**config.mk**
```make
export PLATFORM = sky130hd
export DESIGN_NAME = pllsp_bank
export DESIGN_NICKNAME = d
export VERILOG_FILES = /design/src/verilog/pllsp_pkg.sv /design/src/verilog/pllsp_ctl_if.sv /design/src/verilog/pllsp_bank.sv /design/src/verilog/pllsp_sync_ctl.sv /design/src/verilog/pllsp_wait_timer.sv
export VERILOG_INCLUDE_DIRS = /design/src /design/src/verilog
export SDC_FILE = /design/constraint.sdc
export NUM_CORES = 1
export LEC_CHECK = 0
export BUFFER_PORTS_ARGS = -buffer_cell sky130_fd_sc_hd__buf_2
export CAP_MARGIN = 10
export CORE_ASPECT_RATIO = 1.75
export CORE_MARGIN = 5
export CORE_UTILIZATION = 50
export DETAILED_ROUTE_END_ITERATION = 10
export PLACE_DENSITY = 0.74
export REMOVE_ABC_BUFFERS = 1
export SETUP_SLACK_MARGIN = 0.15
export SYNTH_ARGS = -nofsm -noshare
export SYNTH_HDL_FRONTEND = slang
export SYNTH_SLANG_ARGS = --single-unit
export TNS_END_PERCENT = 30
```
**constraint.sdc**
```tcl
create_clock -name clock -period 6.22 [get_ports clock]
set_clock_uncertainty 0.2 [all_clocks]
set_input_delay 1.244 -clock clock [delete_from_list [all_inputs] [get_ports clock]]
set_output_delay 1.244 -clock clock [all_outputs]
set_load 0.03 [all_outputs]
```
**src/verilog/pllsp_map.svh**
```systemverilog
`ifndef PLLSP_MAP_SVH
`define PLLSP_MAP_SVH

// register addresses
`define PLLSP_ADDR_INT_WORD 8'h10
`define PLLSP_ADDR_BASE 8'h1A
`define PLLSP_ADDR_AUX_LO 8'h1A
`define PLLSP_ADDR_AUX_MID 8'h1B
`define PLLSP_ADDR_AUX_HI 8'h1C
`define PLLSP_ADDR_BLEED_LO 8'h1D
`define PLLSP_ADDR_BLEED_HI 8'h1E
`define PLLSP_ADDR_SYNC_CTL 8'h1F
`define PLLSP_ADDR_DIV_CTL 8'h20
`define PLLSP_ADDR_PHASE_LO 8'h21
`define PLLSP_ADDR_PHASE_MID 8'h22
`define PLLSP_ADDR_PHASE_HI 8'h23
`define PLLSP_ADDR_SHIFT 8'h24
`define PLLSP_ADDR_WAIT_LO 8'h25
`define PLLSP_ADDR_WAIT_MID 8'h26
`define PLLSP_ADDR_WAIT_HI 8'h27

// register file indices, address minus base
`define PLLSP_NREGS 14
`define PLLSP_IDX_AUX_LO 4'h0
`define PLLSP_IDX_AUX_MID 4'h1
`define PLLSP_IDX_AUX_HI 4'h2
`define PLLSP_IDX_BLEED_LO 4'h3
`define PLLSP_IDX_BLEED_HI 4'h4
`define PLLSP_IDX_SYNC_CTL 4'h5
`define PLLSP_IDX_DIV_CTL 4'h6
`define PLLSP_IDX_PHASE_LO 4'h7
`define PLLSP_IDX_PHASE_MID 4'h8
`define PLLSP_IDX_PHASE_HI 4'h9
`define PLLSP_IDX_SHIFT 4'hA
`define PLLSP_IDX_WAIT_LO 4'hB
`define PLLSP_IDX_WAIT_MID 4'hC
`define PLLSP_IDX_WAIT_HI 4'hD

// reset values
`define PLLSP_RST_DIV_CTL 8'h01
`define PLLSP_RST_BYTE 8'h00
`define PLLSP_RST_WORD 24'h000000
`define PLLSP_RST_BLEED 13'h0000

// bleed-high / sync options fields
`define PLLSP_BIT_RESYNC_ON 7
`define PLLSP_BIT_REF_RST_EN 6
`define PLLSP_BIT_RETIME 5
`define PLLSP_BLEED_HI_MSB 4

// sync control fields
`define PLLSP_BIT_SOFT_SYNC 7
`define PLLSP_BIT_SHIFT_GO 6
`define PLLSP_BIT_BLEED_DIR 5
`define PLLSP_BIT_BLEED_ON 4
`define PLLSP_PUMP_MSB 3

// divider control fields
`define PLLSP_BIT_CAL_ON 7
`define PLLSP_BIT_DOUBLER 6
`define PLLSP_RDIV_MSB 5

`endif

```
**src/verilog/pllsp_pkg.sv**
```systemverilog
package pllsp_pkg;
    // resync_delay_count timer states
    typedef enum logic [0:0] {
        PLLSP_T_IDLE = 1'b0,
        PLLSP_T_WAIT = 1'b1
    } pllsp_tstate_t;
    typedef logic [23:0] pllsp_word24_t;
    typedef logic [7:0] pllsp_byte_t;
endpackage

```
**src/verilog/pllsp_ctl_if.sv**
```systemverilog
`timescale 1ns/1ps
interface pllsp_ctl_if;
    import pllsp_pkg::*;
    logic timer_start;
    pllsp_word24_t timer_count;
    logic pfd_tick;
    logic timer_done;
    logic timer_busy;
    logic sync_arm;
    logic retime;
    logic sw_req;
    logic pin_req;
    logic ref_tick;
    logic div_reset;
    modport bank (output timer_start, timer_count, pfd_tick, sync_arm, retime, sw_req, pin_req, ref_tick,
                  input timer_done, timer_busy, div_reset);
    modport timer (input timer_start, timer_count, pfd_tick, output timer_done, timer_busy);
    modport syncer (input sync_arm, retime, sw_req, pin_req, ref_tick, output div_reset);
endinterface

```
**src/verilog/pllsp_bank.sv**
```systemverilog
// Contract
// RL1: 24-bit auxiliary modulus in three byte registers, low byte first, reset zero.
// RL2: 13-bit bleed current, low eight bits then bits 4..0; 4 coarse, 9 fine.
// RL3: bleed enable bit 4 turns bleed on; direction bit 5 selects source when 1.
// RL4: 4-bit charge pump current code in sync control bits 3..0.
// RL5: with reference reset enabled, software sync or pin resets the reference divider.
// RL6: retime clear resets divider directly; retime set aligns sync to reference clock.
// RL7: phase resync mode enable in bleed-high bit 7, off at reset.
// RL8: in resync mode, after integer word write wait count times PFD period, then resync.
// RL9: writing 1 to phase adjust bit 6 applies the programmed phase shift.
// RL10: 8-bit phase shift amount, degrees times 4096 over 360.
// RL11: 24-bit phase value in three byte registers, low byte first, reset zero.
// RL12: divider bit 7 enables VCO calibration, bit 6 enables reference doubler.
// RL13: 6-bit reference divider in bits 5..0, register resets to one, others zero.
// RL14: integer word write at 0x10 starts calibration only while calibration enabled.
// RL15: resync_delay_count count is 24 bits, upper byte after the middle byte.
// RL16: multi-byte values reach the datapath only when complete.
`timescale 1ns/1ps
`include "pllsp_map.svh"
module pllsp_bank
    import pllsp_pkg::*;
(
    input wire logic clock,
    input wire logic nrst,
    input wire logic reg_wr_en,
    input wire logic reg_rd_en,
    input wire logic [7:0] reg_addr,
    input wire logic [7:0] reg_wr_data,
    output logic [7:0] reg_rd_data,
    input wire logic sync_pin,
    input wire logic ref_tick,
    input wire logic pfd_tick,
    output logic [23:0] aux_modulus_value,
    output logic [12:0] bleed_current,
    output logic bleed_on,
    output logic bleed_direction,
    output logic [3:0] pump_current_code,
    output logic software_sync_request,
    output logic retimed_sync_select,
    output logic ref_divider_reset,
    output logic resync_mode_on,
    output logic resync_busy,
    output logic resync_apply,
    output logic apply_phase_shift,
    output logic [7:0] phase_shift_amount,
    output logic [23:0] phase_value,
    output logic [23:0] resync_delay_count,
    output logic vco_calibration_on,
    output logic reference_doubler_on,
    output logic [5:0] ref_divider_ratio,
    output logic vco_cal_start
);
    logic nrst_meta_reg;
    logic rst_n;
    pllsp_byte_t regs_reg [`PLLSP_NREGS];
    logic [7:0] offset;
    logic [3:0] idx;
    logic in_range;
    logic wr_hit;
    logic int_word_wr;
    pllsp_byte_t rd_data_reg;
    pllsp_word24_t aux_reg;
    pllsp_word24_t phase_reg;
    pllsp_word24_t wait_reg;
    logic [12:0] bleed_reg;
    logic shift_pulse_reg;
    logic cal_start_reg;

    pllsp_ctl_if ctl ();

    // reset release through two flops
    always_ff @(posedge clock or negedge nrst) begin
        if (!nrst) begin
            nrst_meta_reg <= 1'b0;
            rst_n <= 1'b0;
        end else begin
            nrst_meta_reg <= 1'b1;
            rst_n <= nrst_meta_reg;
        end
    end

    // address decode of the byte register slice
    assign offset = reg_addr - `PLLSP_ADDR_BASE;
    assign in_range = (reg_addr >= `PLLSP_ADDR_AUX_LO) && (reg_addr <= `PLLSP_ADDR_WAIT_HI);
    assign idx = offset[3:0];
    assign wr_hit = reg_wr_en && in_range;
    assign int_word_wr = reg_wr_en && (reg_addr == `PLLSP_ADDR_INT_WORD);

    // byte register file; divider control resets to one, the rest to zero
    always_ff @(posedge clock or negedge rst_n) begin
        if (!rst_n) begin
            for (int i = 0; i < `PLLSP_NREGS; i++) begin
                if (i == int'(`PLLSP_IDX_DIV_CTL)) begin
                    regs_reg[i] <= `PLLSP_RST_DIV_CTL; // [RL13]
                end else begin
                    regs_reg[i] <= `PLLSP_RST_BYTE; // [RL1] [RL11]
                end
            end
        end else if (wr_hit) begin
            regs_reg[idx] <= reg_wr_data;
        end
    end

    // read data, unmapped addresses read zero
    always_ff @(posedge clock or negedge rst_n) begin
        if (!rst_n) begin
            rd_data_reg <= `PLLSP_RST_BYTE;
        end else if (reg_rd_en) begin
            rd_data_reg <= in_range ? regs_reg[idx] : `PLLSP_RST_BYTE;
        end
    end
    assign reg_rd_data = rd_data_reg;

    // auxiliary modulus taken as a whole on the high byte write
    always_ff @(posedge clock or negedge rst_n) begin
        if (!rst_n) begin
            aux_reg <= `PLLSP_RST_WORD;
        end else if (wr_hit && idx == `PLLSP_IDX_AUX_HI) begin
            aux_reg <= {reg_wr_data, regs_reg[`PLLSP_IDX_AUX_MID], regs_reg[`PLLSP_IDX_AUX_LO]}; // [RL1] [RL16]
        end
    end

    // bleed current taken as a whole on the high part write
    always_ff @(posedge clock or negedge rst_n) begin
        if (!rst_n) begin
            bleed_reg <= `PLLSP_RST_BLEED;
        end else if (wr_hit && idx == `PLLSP_IDX_BLEED_HI) begin
            bleed_reg <= {reg_wr_data[`PLLSP_BLEED_HI_MSB:0], regs_reg[`PLLSP_IDX_BLEED_LO]}; // [RL2] [RL16]
        end
    end

    // phase value taken as a whole on the high byte write
    always_ff @(posedge clock or negedge rst_n) begin
        if (!rst_n) begin
            phase_reg <= `PLLSP_RST_WORD;
        end else if (wr_hit && idx == `PLLSP_IDX_PHASE_HI) begin
            phase_reg <= {reg_wr_data, regs_reg[`PLLSP_IDX_PHASE_MID], regs_reg[`PLLSP_IDX_PHASE_LO]}; // [RL11] [RL16]
        end
    end

    // resync_delay_count count taken as a whole on the upper byte write
    always_ff @(posedge clock or negedge rst_n) begin
        if (!rst_n) begin
            wait_reg <= `PLLSP_RST_WORD;
        end else if (wr_hit && idx == `PLLSP_IDX_WAIT_HI) begin
            wait_reg <= {reg_wr_data, regs_reg[`PLLSP_IDX_WAIT_MID], regs_reg[`PLLSP_IDX_WAIT_LO]}; // [RL15] [RL16]
        end
    end

    // phase shift strobe on a write with the apply bit set
    always_ff @(posedge clock or negedge rst_n) begin
        if (!rst_n) begin
            shift_pulse_reg <= 1'b0;
        end else begin
            shift_pulse_reg <= wr_hit && (idx == `PLLSP_IDX_SYNC_CTL) && reg_wr_data[`PLLSP_BIT_SHIFT_GO]; // [RL9]
        end
    end

    // calibration start on integer word write while calibration is enabled
    always_ff @(posedge clock or negedge rst_n) begin
        if (!rst_n) begin
            cal_start_reg <= 1'b0;
        end else begin
            cal_start_reg <= int_word_wr && regs_reg[`PLLSP_IDX_DIV_CTL][`PLLSP_BIT_CAL_ON]; // [RL14]
        end
    end

    // control fields straight from the byte registers
    assign bleed_on = regs_reg[`PLLSP_IDX_SYNC_CTL][`PLLSP_BIT_BLEED_ON]; // [RL3]
    assign bleed_direction = regs_reg[`PLLSP_IDX_SYNC_CTL][`PLLSP_BIT_BLEED_DIR]; // [RL3]
    assign pump_current_code = regs_reg[`PLLSP_IDX_SYNC_CTL][`PLLSP_PUMP_MSB:0]; // [RL4]
    assign software_sync_request = regs_reg[`PLLSP_IDX_SYNC_CTL][`PLLSP_BIT_SOFT_SYNC]; // [RL5]
    assign retimed_sync_select = regs_reg[`PLLSP_IDX_BLEED_HI][`PLLSP_BIT_RETIME];
    assign resync_mode_on = regs_reg[`PLLSP_IDX_BLEED_HI][`PLLSP_BIT_RESYNC_ON]; // [RL7]
    assign phase_shift_amount = regs_reg[`PLLSP_IDX_SHIFT]; // [RL10]
    assign vco_calibration_on = regs_reg[`PLLSP_IDX_DIV_CTL][`PLLSP_BIT_CAL_ON]; // [RL12]
    assign reference_doubler_on = regs_reg[`PLLSP_IDX_DIV_CTL][`PLLSP_BIT_DOUBLER]; // [RL12]
    assign ref_divider_ratio = regs_reg[`PLLSP_IDX_DIV_CTL][`PLLSP_RDIV_MSB:0]; // [RL13]

    // committed words and strobes
    assign aux_modulus_value = aux_reg;
    assign bleed_current = bleed_reg;
    assign phase_value = phase_reg;
    assign resync_delay_count = wait_reg;
    assign apply_phase_shift = shift_pulse_reg;
    assign vco_cal_start = cal_start_reg;

    // resync timer starts on integer word write in resync mode
    assign ctl.timer_start = int_word_wr && resync_mode_on; // [RL7] [RL8]
    assign ctl.timer_count = wait_reg;
    assign ctl.pfd_tick = pfd_tick;
    assign resync_apply = ctl.timer_done;
    assign resync_busy = ctl.timer_busy;

    // sync path controls
    assign ctl.sync_arm = regs_reg[`PLLSP_IDX_BLEED_HI][`PLLSP_BIT_REF_RST_EN]; // [RL5]
    assign ctl.retime = retimed_sync_select;
    assign ctl.sw_req = software_sync_request;
    assign ctl.pin_req = sync_pin;
    assign ctl.ref_tick = ref_tick;
    assign ref_divider_reset = ctl.div_reset;

    pllsp_wait_timer u_timer (
        .clock(clock),
        .rst_n(rst_n),
        .ctl(ctl.timer)
    );

    pllsp_sync_ctl u_sync (
        .clock(clock),
        .rst_n(rst_n),
        .ctl(ctl.syncer)
    );
endmodule

```
**src/verilog/pllsp_sync_ctl.sv**
```systemverilog
`timescale 1ns/1ps
module pllsp_sync_ctl
    import pllsp_pkg::*;
(
    input wire logic clock,
    input wire logic rst_n,
    pllsp_ctl_if.syncer ctl
);
    logic req;
    logic div_reset_reg;

    // software request or pin, only when reference reset is enabled
    assign req = ctl.sync_arm && (ctl.sw_req || ctl.pin_req); // [RL5]

    // direct path follows the request; retimed path moves only on a reference edge
    always_ff @(posedge clock or negedge rst_n) begin
        if (!rst_n) begin
            div_reset_reg <= 1'b0;
        end else if (!ctl.retime) begin
            div_reset_reg <= req; // [RL6]
        end else if (ctl.ref_tick) begin
            div_reset_reg <= req; // [RL6]
        end
    end

    assign ctl.div_reset = div_reset_reg;
endmodule

```
**src/verilog/pllsp_wait_timer.sv**
```systemverilog
`timescale 1ns/1ps
module pllsp_wait_timer
    import pllsp_pkg::*;
(
    input wire logic clock,
    input wire logic rst_n,
    pllsp_ctl_if.timer ctl
);
    pllsp_tstate_t state_reg;
    pllsp_word24_t remain_reg;
    pllsp_word24_t cnt_reg;
    pllsp_word24_t seen_reg;
    logic done_reg;
    logic step;

    // one phase detector period elapses while waiting
    assign step = (state_reg == PLLSP_T_WAIT) && !ctl.timer_start && (remain_reg != `PLLSP_RST_WORD) && ctl.pfd_tick;

    // state and countdown; a new start reloads the wait
    always_ff @(posedge clock or negedge rst_n) begin
        if (!rst_n) begin
            state_reg <= PLLSP_T_IDLE;
            remain_reg <= `PLLSP_RST_WORD;
            cnt_reg <= `PLLSP_RST_WORD;
        end else begin
            unique case (state_reg)
                PLLSP_T_IDLE: begin
                    if (ctl.timer_start) begin
                        state_reg <= PLLSP_T_WAIT;
                        remain_reg <= ctl.timer_count;
                        cnt_reg <= ctl.timer_count;
                    end
                end
                PLLSP_T_WAIT: begin
                    if (ctl.timer_start) begin
                        remain_reg <= ctl.timer_count; // [RL8]
                        cnt_reg <= ctl.timer_count;
                    end else if (remain_reg == `PLLSP_RST_WORD) begin
                        state_reg <= PLLSP_T_IDLE;
                    end else if (step) begin
                        remain_reg <= remain_reg - 24'h000001; // [RL8]
                    end
                end
            endcase
        end
    end

    // done pulse when the programmed count of periods has passed
    always_ff @(posedge clock or negedge rst_n) begin
        if (!rst_n) begin
            done_reg <= 1'b0;
        end else begin
            done_reg <= (state_reg == PLLSP_T_WAIT) && !ctl.timer_start && (remain_reg == `PLLSP_RST_WORD); // [RL8]
        end
    end

    // helper: periods counted since the last start
    always_ff @(posedge clock or negedge rst_n) begin
        if (!rst_n) begin
            seen_reg <= `PLLSP_RST_WORD;
        end else if (ctl.timer_start) begin
            seen_reg <= `PLLSP_RST_WORD;
        end else if (step) begin
            seen_reg <= seen_reg + 24'h000001;
        end
    end

    assign ctl.timer_done = done_reg;
    assign ctl.timer_busy = (state_reg == PLLSP_T_WAIT);
endmodule
```
==> run summary, run 1 <==
post-route setup slack: 2.47 ns
area grow syn2layout: 12.5%
relative slew slack: 39.3%
Max Root-Sink Buffers: 3
postcts setup bufs: 0
io pins: 146
starting density of the core: 50.2%
Max Cap Viol: 0
Worst Hold Class: flip-flop to asynchronous set/reset pin
VDD IR max: 0.000247 V
largest net degree at the start of global routing: 173
ANT cells: 0
placed insts: 1068
Die Height: 195 um
first-pass GRT wire length: 39000 um
antenna-violating nets left: 0
Synth Register Bits: 207
CTS sink cnt: 207
fill count: 1655
initial antenna violation count: 0
synth unique cells: 54
Placement Setup Slack: 1.99 ns
Final HPWL DP: 17900 um
delay of the slowest critical-path stage: 0.80 ns
# DRC: 0
Worst-Skew Late Latency: 0.49 ns
Slowest-stage cell, CP: ha_1
placer congestion estimate: 0.866
vias in the first global route: 6899
clock-pin slew on the worst setup and hold paths: 0.06 ns
top_reg_cell synth: dfrtp_1
Post-synth EDFFs: 0
count of final setup violators: 0
Die W: 116 um
final hold violation count: 0
cells after synthesis: 761
layout cell share with drive strength beyond 1: 45.7%
ys async rst share: 100%
CP Data Required Time: 6.40 ns
WL final: 24700 um
Mapped Area: 9820 um2
GRT Overall Usage: 22.3%
CP Data Arrival Time: 3.92 ns
CTS H-Tree Depth: 1
pwr dens: 284 nW/um2
Initial DRC Count: 567
Via density: 5.88
CP Class: primary input to flip-flop
Rows: 68
CTS tree: done
sequential area share after synthesis: 52.8%
total power: 3140 uW
f_max: 267 MHz
crit share post-route: 60.2%
Port Buffers: 145
post_cts resized: 0
RSZ-0062 raised after global routing: no
Static Leakage: 0.00569 uW
Critical Path End Type: flip-flop
syn_area_per_cell: 12.9 um2
Synth Warn #: 0
Worst-Margin Slew: 0.903 ns
Final Non-Filler Cells: 1102
Final #Nets: 871
GR Overflow Total: 0
max-slew violations: 0
CTS root buf: clkbuf_16
min Tclk post-route: 3.75 ns
Crit Path Max Fanout: 29
status: finished, final reports clean
Core ar.: 19600 um2
TritonRoute pass-1 iters: 5
Hold-fix buffers, CTS: 0
Num CTS Buffers: 20
crit-path cells: buf_2 -> inv_1 -> ha_1 -> nor2b_1 -> nand3_1 -> mux2_2
startpoint type of the worst setup path: primary input
drt wl/cell: 22.4 um
via count: 6478
die area: 22700 um2
max reg flops: 61
metal layers:
metal	share of wire, %	GRT usage, %	vias up
met1	36	25.8	3303
met5	0	0	-
met2	54	40.0	228
met4	4.9	10.2	0
met3	4.8	3.04	76
li1	-	-	2871
logic make-up (layout without fill, tap and decap cells):
kind of cell / count (synthesis) / after routing / synth area share [%]
AO/OA/AOI/OAI: 70 / 70 / 4.65
XOR/XNOR: 13 / 13 / 1.16
adder cells (fa/ha/maj): 3 / 3 / 0.382
buffers and inverters: 105 / 201 / 6.19
flip-flops: 207 / 207 / 52.8
multiplexers: 200 / 200 / 25.6
other: 1 / 1 / 0.0382
AND/OR/NAND/NOR: 162 / 162 / 9.25
cell usage after synthesis, types with 2 or more instances:
cell       number  area (um2)
dfrtp_1       206        5150
mux2_2        168        1890
buf_4          50         375
nand2_1        46         173
nor2_1         27         101
mux4_2         24         541
nand3_1        24         120
clkbuf_1       22        82.6
o21ai_0        20         100
a21oi_1        17        85.1
buf_2          15        75.1
inv_1          14        52.6
o211ai_1       13        97.6
or4_1          11        82.6
xnor2_1        11        96.3
nand4_1         9        56.3
mux2i_1         8        80.1
nor3_1          6        30.0
and2_1          5        31.3
a31oi_1         4        25.0
and3_1          4        25.0
nand4b_1        4        35.0
or3_1           4        25.0
buf_1           3        11.3
ha_1            3        37.5
nor2b_1         3        18.8
nor4_4          3        63.8
nor4b_1         3        26.3
a2111oi_0       2        17.5
a2111oi_2       2        30.0
a211oi_1        2        15.0
a21o_1          2        15.0
nand3b_1        2        15.0
o41ai_1         2        17.5
or2_2           2        12.5
xor2_1          2        17.5
cells in the final DEF (no fill, tap or decap), types with 2 or more instances in the layout:
master       n
a21o_1       2
nor4b_1      3
buf_2      145
or4_1       11
a2111oi_2    2
nand3b_1     2
o41ai_1      2
and3_1       4
nand4_1      9
mux2i_1      8
or2_2        2
a21oi_1     17
buf_4        7
o211ai_1    13
nand2_1     46
xnor2_1     11
a2111oi_0    2
xor2_1       2
clkbuf_16   21
mux2_2     168
and2_1       5
clkinv_2     3
inv_1       14
nor3_1       6
nor2b_1      3
dfrtp_1    205
clkbuf_8     3
or3_1        4
nand3_1     24
a211oi_1     2
a31oi_1      4
ha_1         3
o21ai_0     20
nor4_4       3
nor2_1      27
nand4b_1     4
clkbuf_1     3
bufinv_16    2
mux4_2      24
report_power, final:
group / internal (uW) / total, uW / switching (uW)
sequential: 1430 / 1530 / 102
combinational: 149 / 373 / 223
clock: 737 / 1240 / 499
stage by stage:
step                cell area (um2)  setup TNS, ns  hold WS (ns)  util (%)
finish                        11000              0        0.0818      56.5
global route                  11000              0         0.135      56.5
detailed placement            10400              0        0.0958      53.0
global placement              10400              0        0.0937      53.0
floorplan                      9270         -35.44         0.131         -
CTS                           11000              0         0.104      56.5
worst max-delay path, delay by kind of cell:
family | cells | cell delay [ns]
and+or+nand+nor | 2 | 0.74
muxes | 1 | 0.42
adders and majority gates | 1 | 0.80
buffers and inverters | 2 | 0.71
layout make-up:
| class | instances | area (um2) | share of cell area (%) |
|---|---|---|---|
| tap | 245 | 307 | 2.77 |
| clock inverter | 7 | 93.8 | 0.849 |
| inverter | 14 | 52.6 | 0.476 |
| clock buffer | 27 | 578 | 5.23 |
| sequential | 207 | 5180 | 46.9 |
| timing repair buffer | 153 | 798 | 7.23 |
| multi-input combinational | 449 | 4030 | 36.5 |
final timing paths:
path                                       start                     end  slack [ns]  cells after the start
max reg2reg                u_timer.remain_reg[0]   u_timer.remain_reg[7]        3.05                      7
max in group asynchronous                  rst_n  resync_delay_count[16]        4.49                      1
min in group clock                 nrst_meta_reg                   rst_n        0.15                      0
max                                  reg_addr[1]   phase_shift_amount[3]        2.47                      6
min reg2reg                                rst_n    aux_modulus_value[4]        0.08                      0
min                                        rst_n    aux_modulus_value[4]        0.08                      0
(Power assumes the default switching activity.)
==> run 2: changes to the inputs <==
==> constraint.sdc (replaced) <==
create_clock -name clock -period 3.3 [get_ports clock]
set_clock_uncertainty 0.2 [all_clocks]
set_input_delay 0.66 -clock clock [delete_from_list [all_inputs] [get_ports clock]]
set_output_delay 0.66 -clock clock [all_outputs]
set_load 0.03 [all_outputs]
==> run 2 against run 1 <==
Hold slack better by 0.066 ns. Clock-buffer cell count unchanged. Non-clock buffer count up 15. Register-to-register slack worse by 2.5 ns. Combinational power up 98%. Via count up 0.82%. First-iteration DRC count down 27%. Global-route usage up 0.17 points. Sequential share of layout area down 0.32 points. Routed wire length up 1.7%. Flip-flop and latch count unchanged. Critical path depth up 1.
==> run summary, run 2 (synthesis results as in run 1) <==
status: finished, final reports clean
met3 Track Usage GR: 2.70%
CP Class: flip-flop to flip-flop
global route hottest layer: met2
ANT cells: 0
Worst-Margin Slew: 0.775 ns
Critical Path End Type: flip-flop
CP Data Required Time: 3.50 ns
starting density of the core: 50.2%
CTS H-Tree Depth: 1
post_cts resized: 0
Final #Nets: 885
layout cell share with drive strength beyond 1: 46.3%
initial antenna violation count: 0
commonest non-fill, non-tap cell in the layout: dfrtp_1
Die Height: 195 um
Worst Hold Class: flip-flop to flip-flop
io pins: 146
largest net degree at the start of global routing: 62
total power: 5760 uW
Initial DRC Count: 413
Max Cap Viol: 0
Final HPWL DP: 18400 um
Crit Path Max Fanout: 18
min Tclk post-route: 2.71 ns
cell count of the worst reg-to-reg path: 7
relative slew slack: 48.4%
max-slew violations: 0
f_max: 369 MHz
postcts setup bufs: 0
Via density: 5.85
Static Leakage: 0.00573 uW
antenna-violating nets left: 0
grt met1 use: 26.1%
CP Data Arrival Time: 2.91 ns
VDD IR max: 0.000433 V
startpoint type of the worst setup path: flip-flop
most frequent cells in the layout: 205 x dfrtp_1, 168 x mux2_2, 145 x buf_2
area grow syn2layout: 13.2%
worst hold path startpoint: nrst_meta_reg
GR Overflow Total: 0
Max Root-Sink Buffers: 3
first-pass GRT wire length: 39500 um
TritonRoute pass-1 iters: 5
clock-pin slew on the worst setup and hold paths: 0.06 ns
# DRC: 0
final hold violation count: 0
GRT Overall Usage: 22.5%
CTS root buf: clkbuf_16
FF-to-FF End: u_timer.remain_reg[7]
RSZ-0062 raised after global routing: no
max reg flops: 61
crit share post-route: 82.2%
Num CTS Buffers: 19
Port Buffers: 145
Hold-fix buffers, CTS: 1
reg-to-reg startpoint: u_timer.remain_reg[0]
reg2reg setup slack: 0.59 ns
CTS sink cnt: 207
drt wl/cell: 22.5 um
count of final setup violators: 0
via count: 6531
pwr dens: 518 nW/um2
Worst Hold Path EP: rst_n
placer congestion estimate: 0.895
Die W: 116 um
CTS tree: done
WL final: 25200 um
Hold WS: 0.147 ns
Core ar.: 19600 um2
Worst-Skew Late Latency: 0.49 ns
vias in the first global route: 7057
GRT met2 Usage: 40.3%
die area: 22700 um2
Rows: 68
hold depth: 0
==> run 2: where the power goes <==
group / switching (uW) / internal (uW) / total (uW)
registers: 194 / 2690 / 2880
logic: 430 / 308 / 738
clock network: 933 / 1210 / 2150
total: 1560 / 4210 / 5760
==> run 2: layout make-up <==
class	count	area, um2
inverters	14	52.6
flip-flops and latches	207	5180
repair buffers	168	951
clock buffers	27	536
clock inverters	6	60.1
fillers	1676	8450
well taps	245	307
multi-input cells	449	4030
==> run 2: worst max-delay path, cell delays in order, from the launching register on <==
cell	delay, ns
dfrtp_1	0.42
inv_1	0.11
ha_1	0.15
or4b_2	0.64
nor4_4	0.17
and2_1	0.56
o21ai_0	0.20
a31oi_1	0.18
==> run 2: routing by layer <==
layer	share of wire, %	wire length, um
met2	54	13700
met1	36	9140
met4	5.2	1320
met5	0	0
met3	4.0	1010
==> run 2: worst max path at each step <==
stage | start | end | slack, ns | cells past startpoint
2_1_floorplan | rst_n | apply_phase_shift | -3.09 | 0
3_3_place_gp | reg_addr[1] | regs_reg[96] | 0.36 | 6
3_5_place_dp | reg_addr[1] | regs_reg[99] | 0.32 | 6
4_1_cts | u_timer.remain_reg[0] | u_timer.remain_reg[7] | 0.58 | 7
5_1_grt | u_timer.remain_reg[0] | u_timer.remain_reg[7] | 0.42 | 7
6_report | u_timer.remain_reg[0] | u_timer.remain_reg[7] | 0.59 | 7
==> run 2: stage by stage <==
stage	util [%]	instances	setup TNS [ns]	setup WS, ns	instance area (um2)
2_1_floorplan	-	670	-635.23	-3.09	9270
3_3_place_gp	53.7	1082	0	0.360	10500
3_5_place_dp	53.7	1082	0	0.324	10500
4_1_cts	56.8	1116	0	0.579	11100
5_1_grt	56.8	1116	0	0.415	11100
6_report	56.8	1116	0	0.587	11100
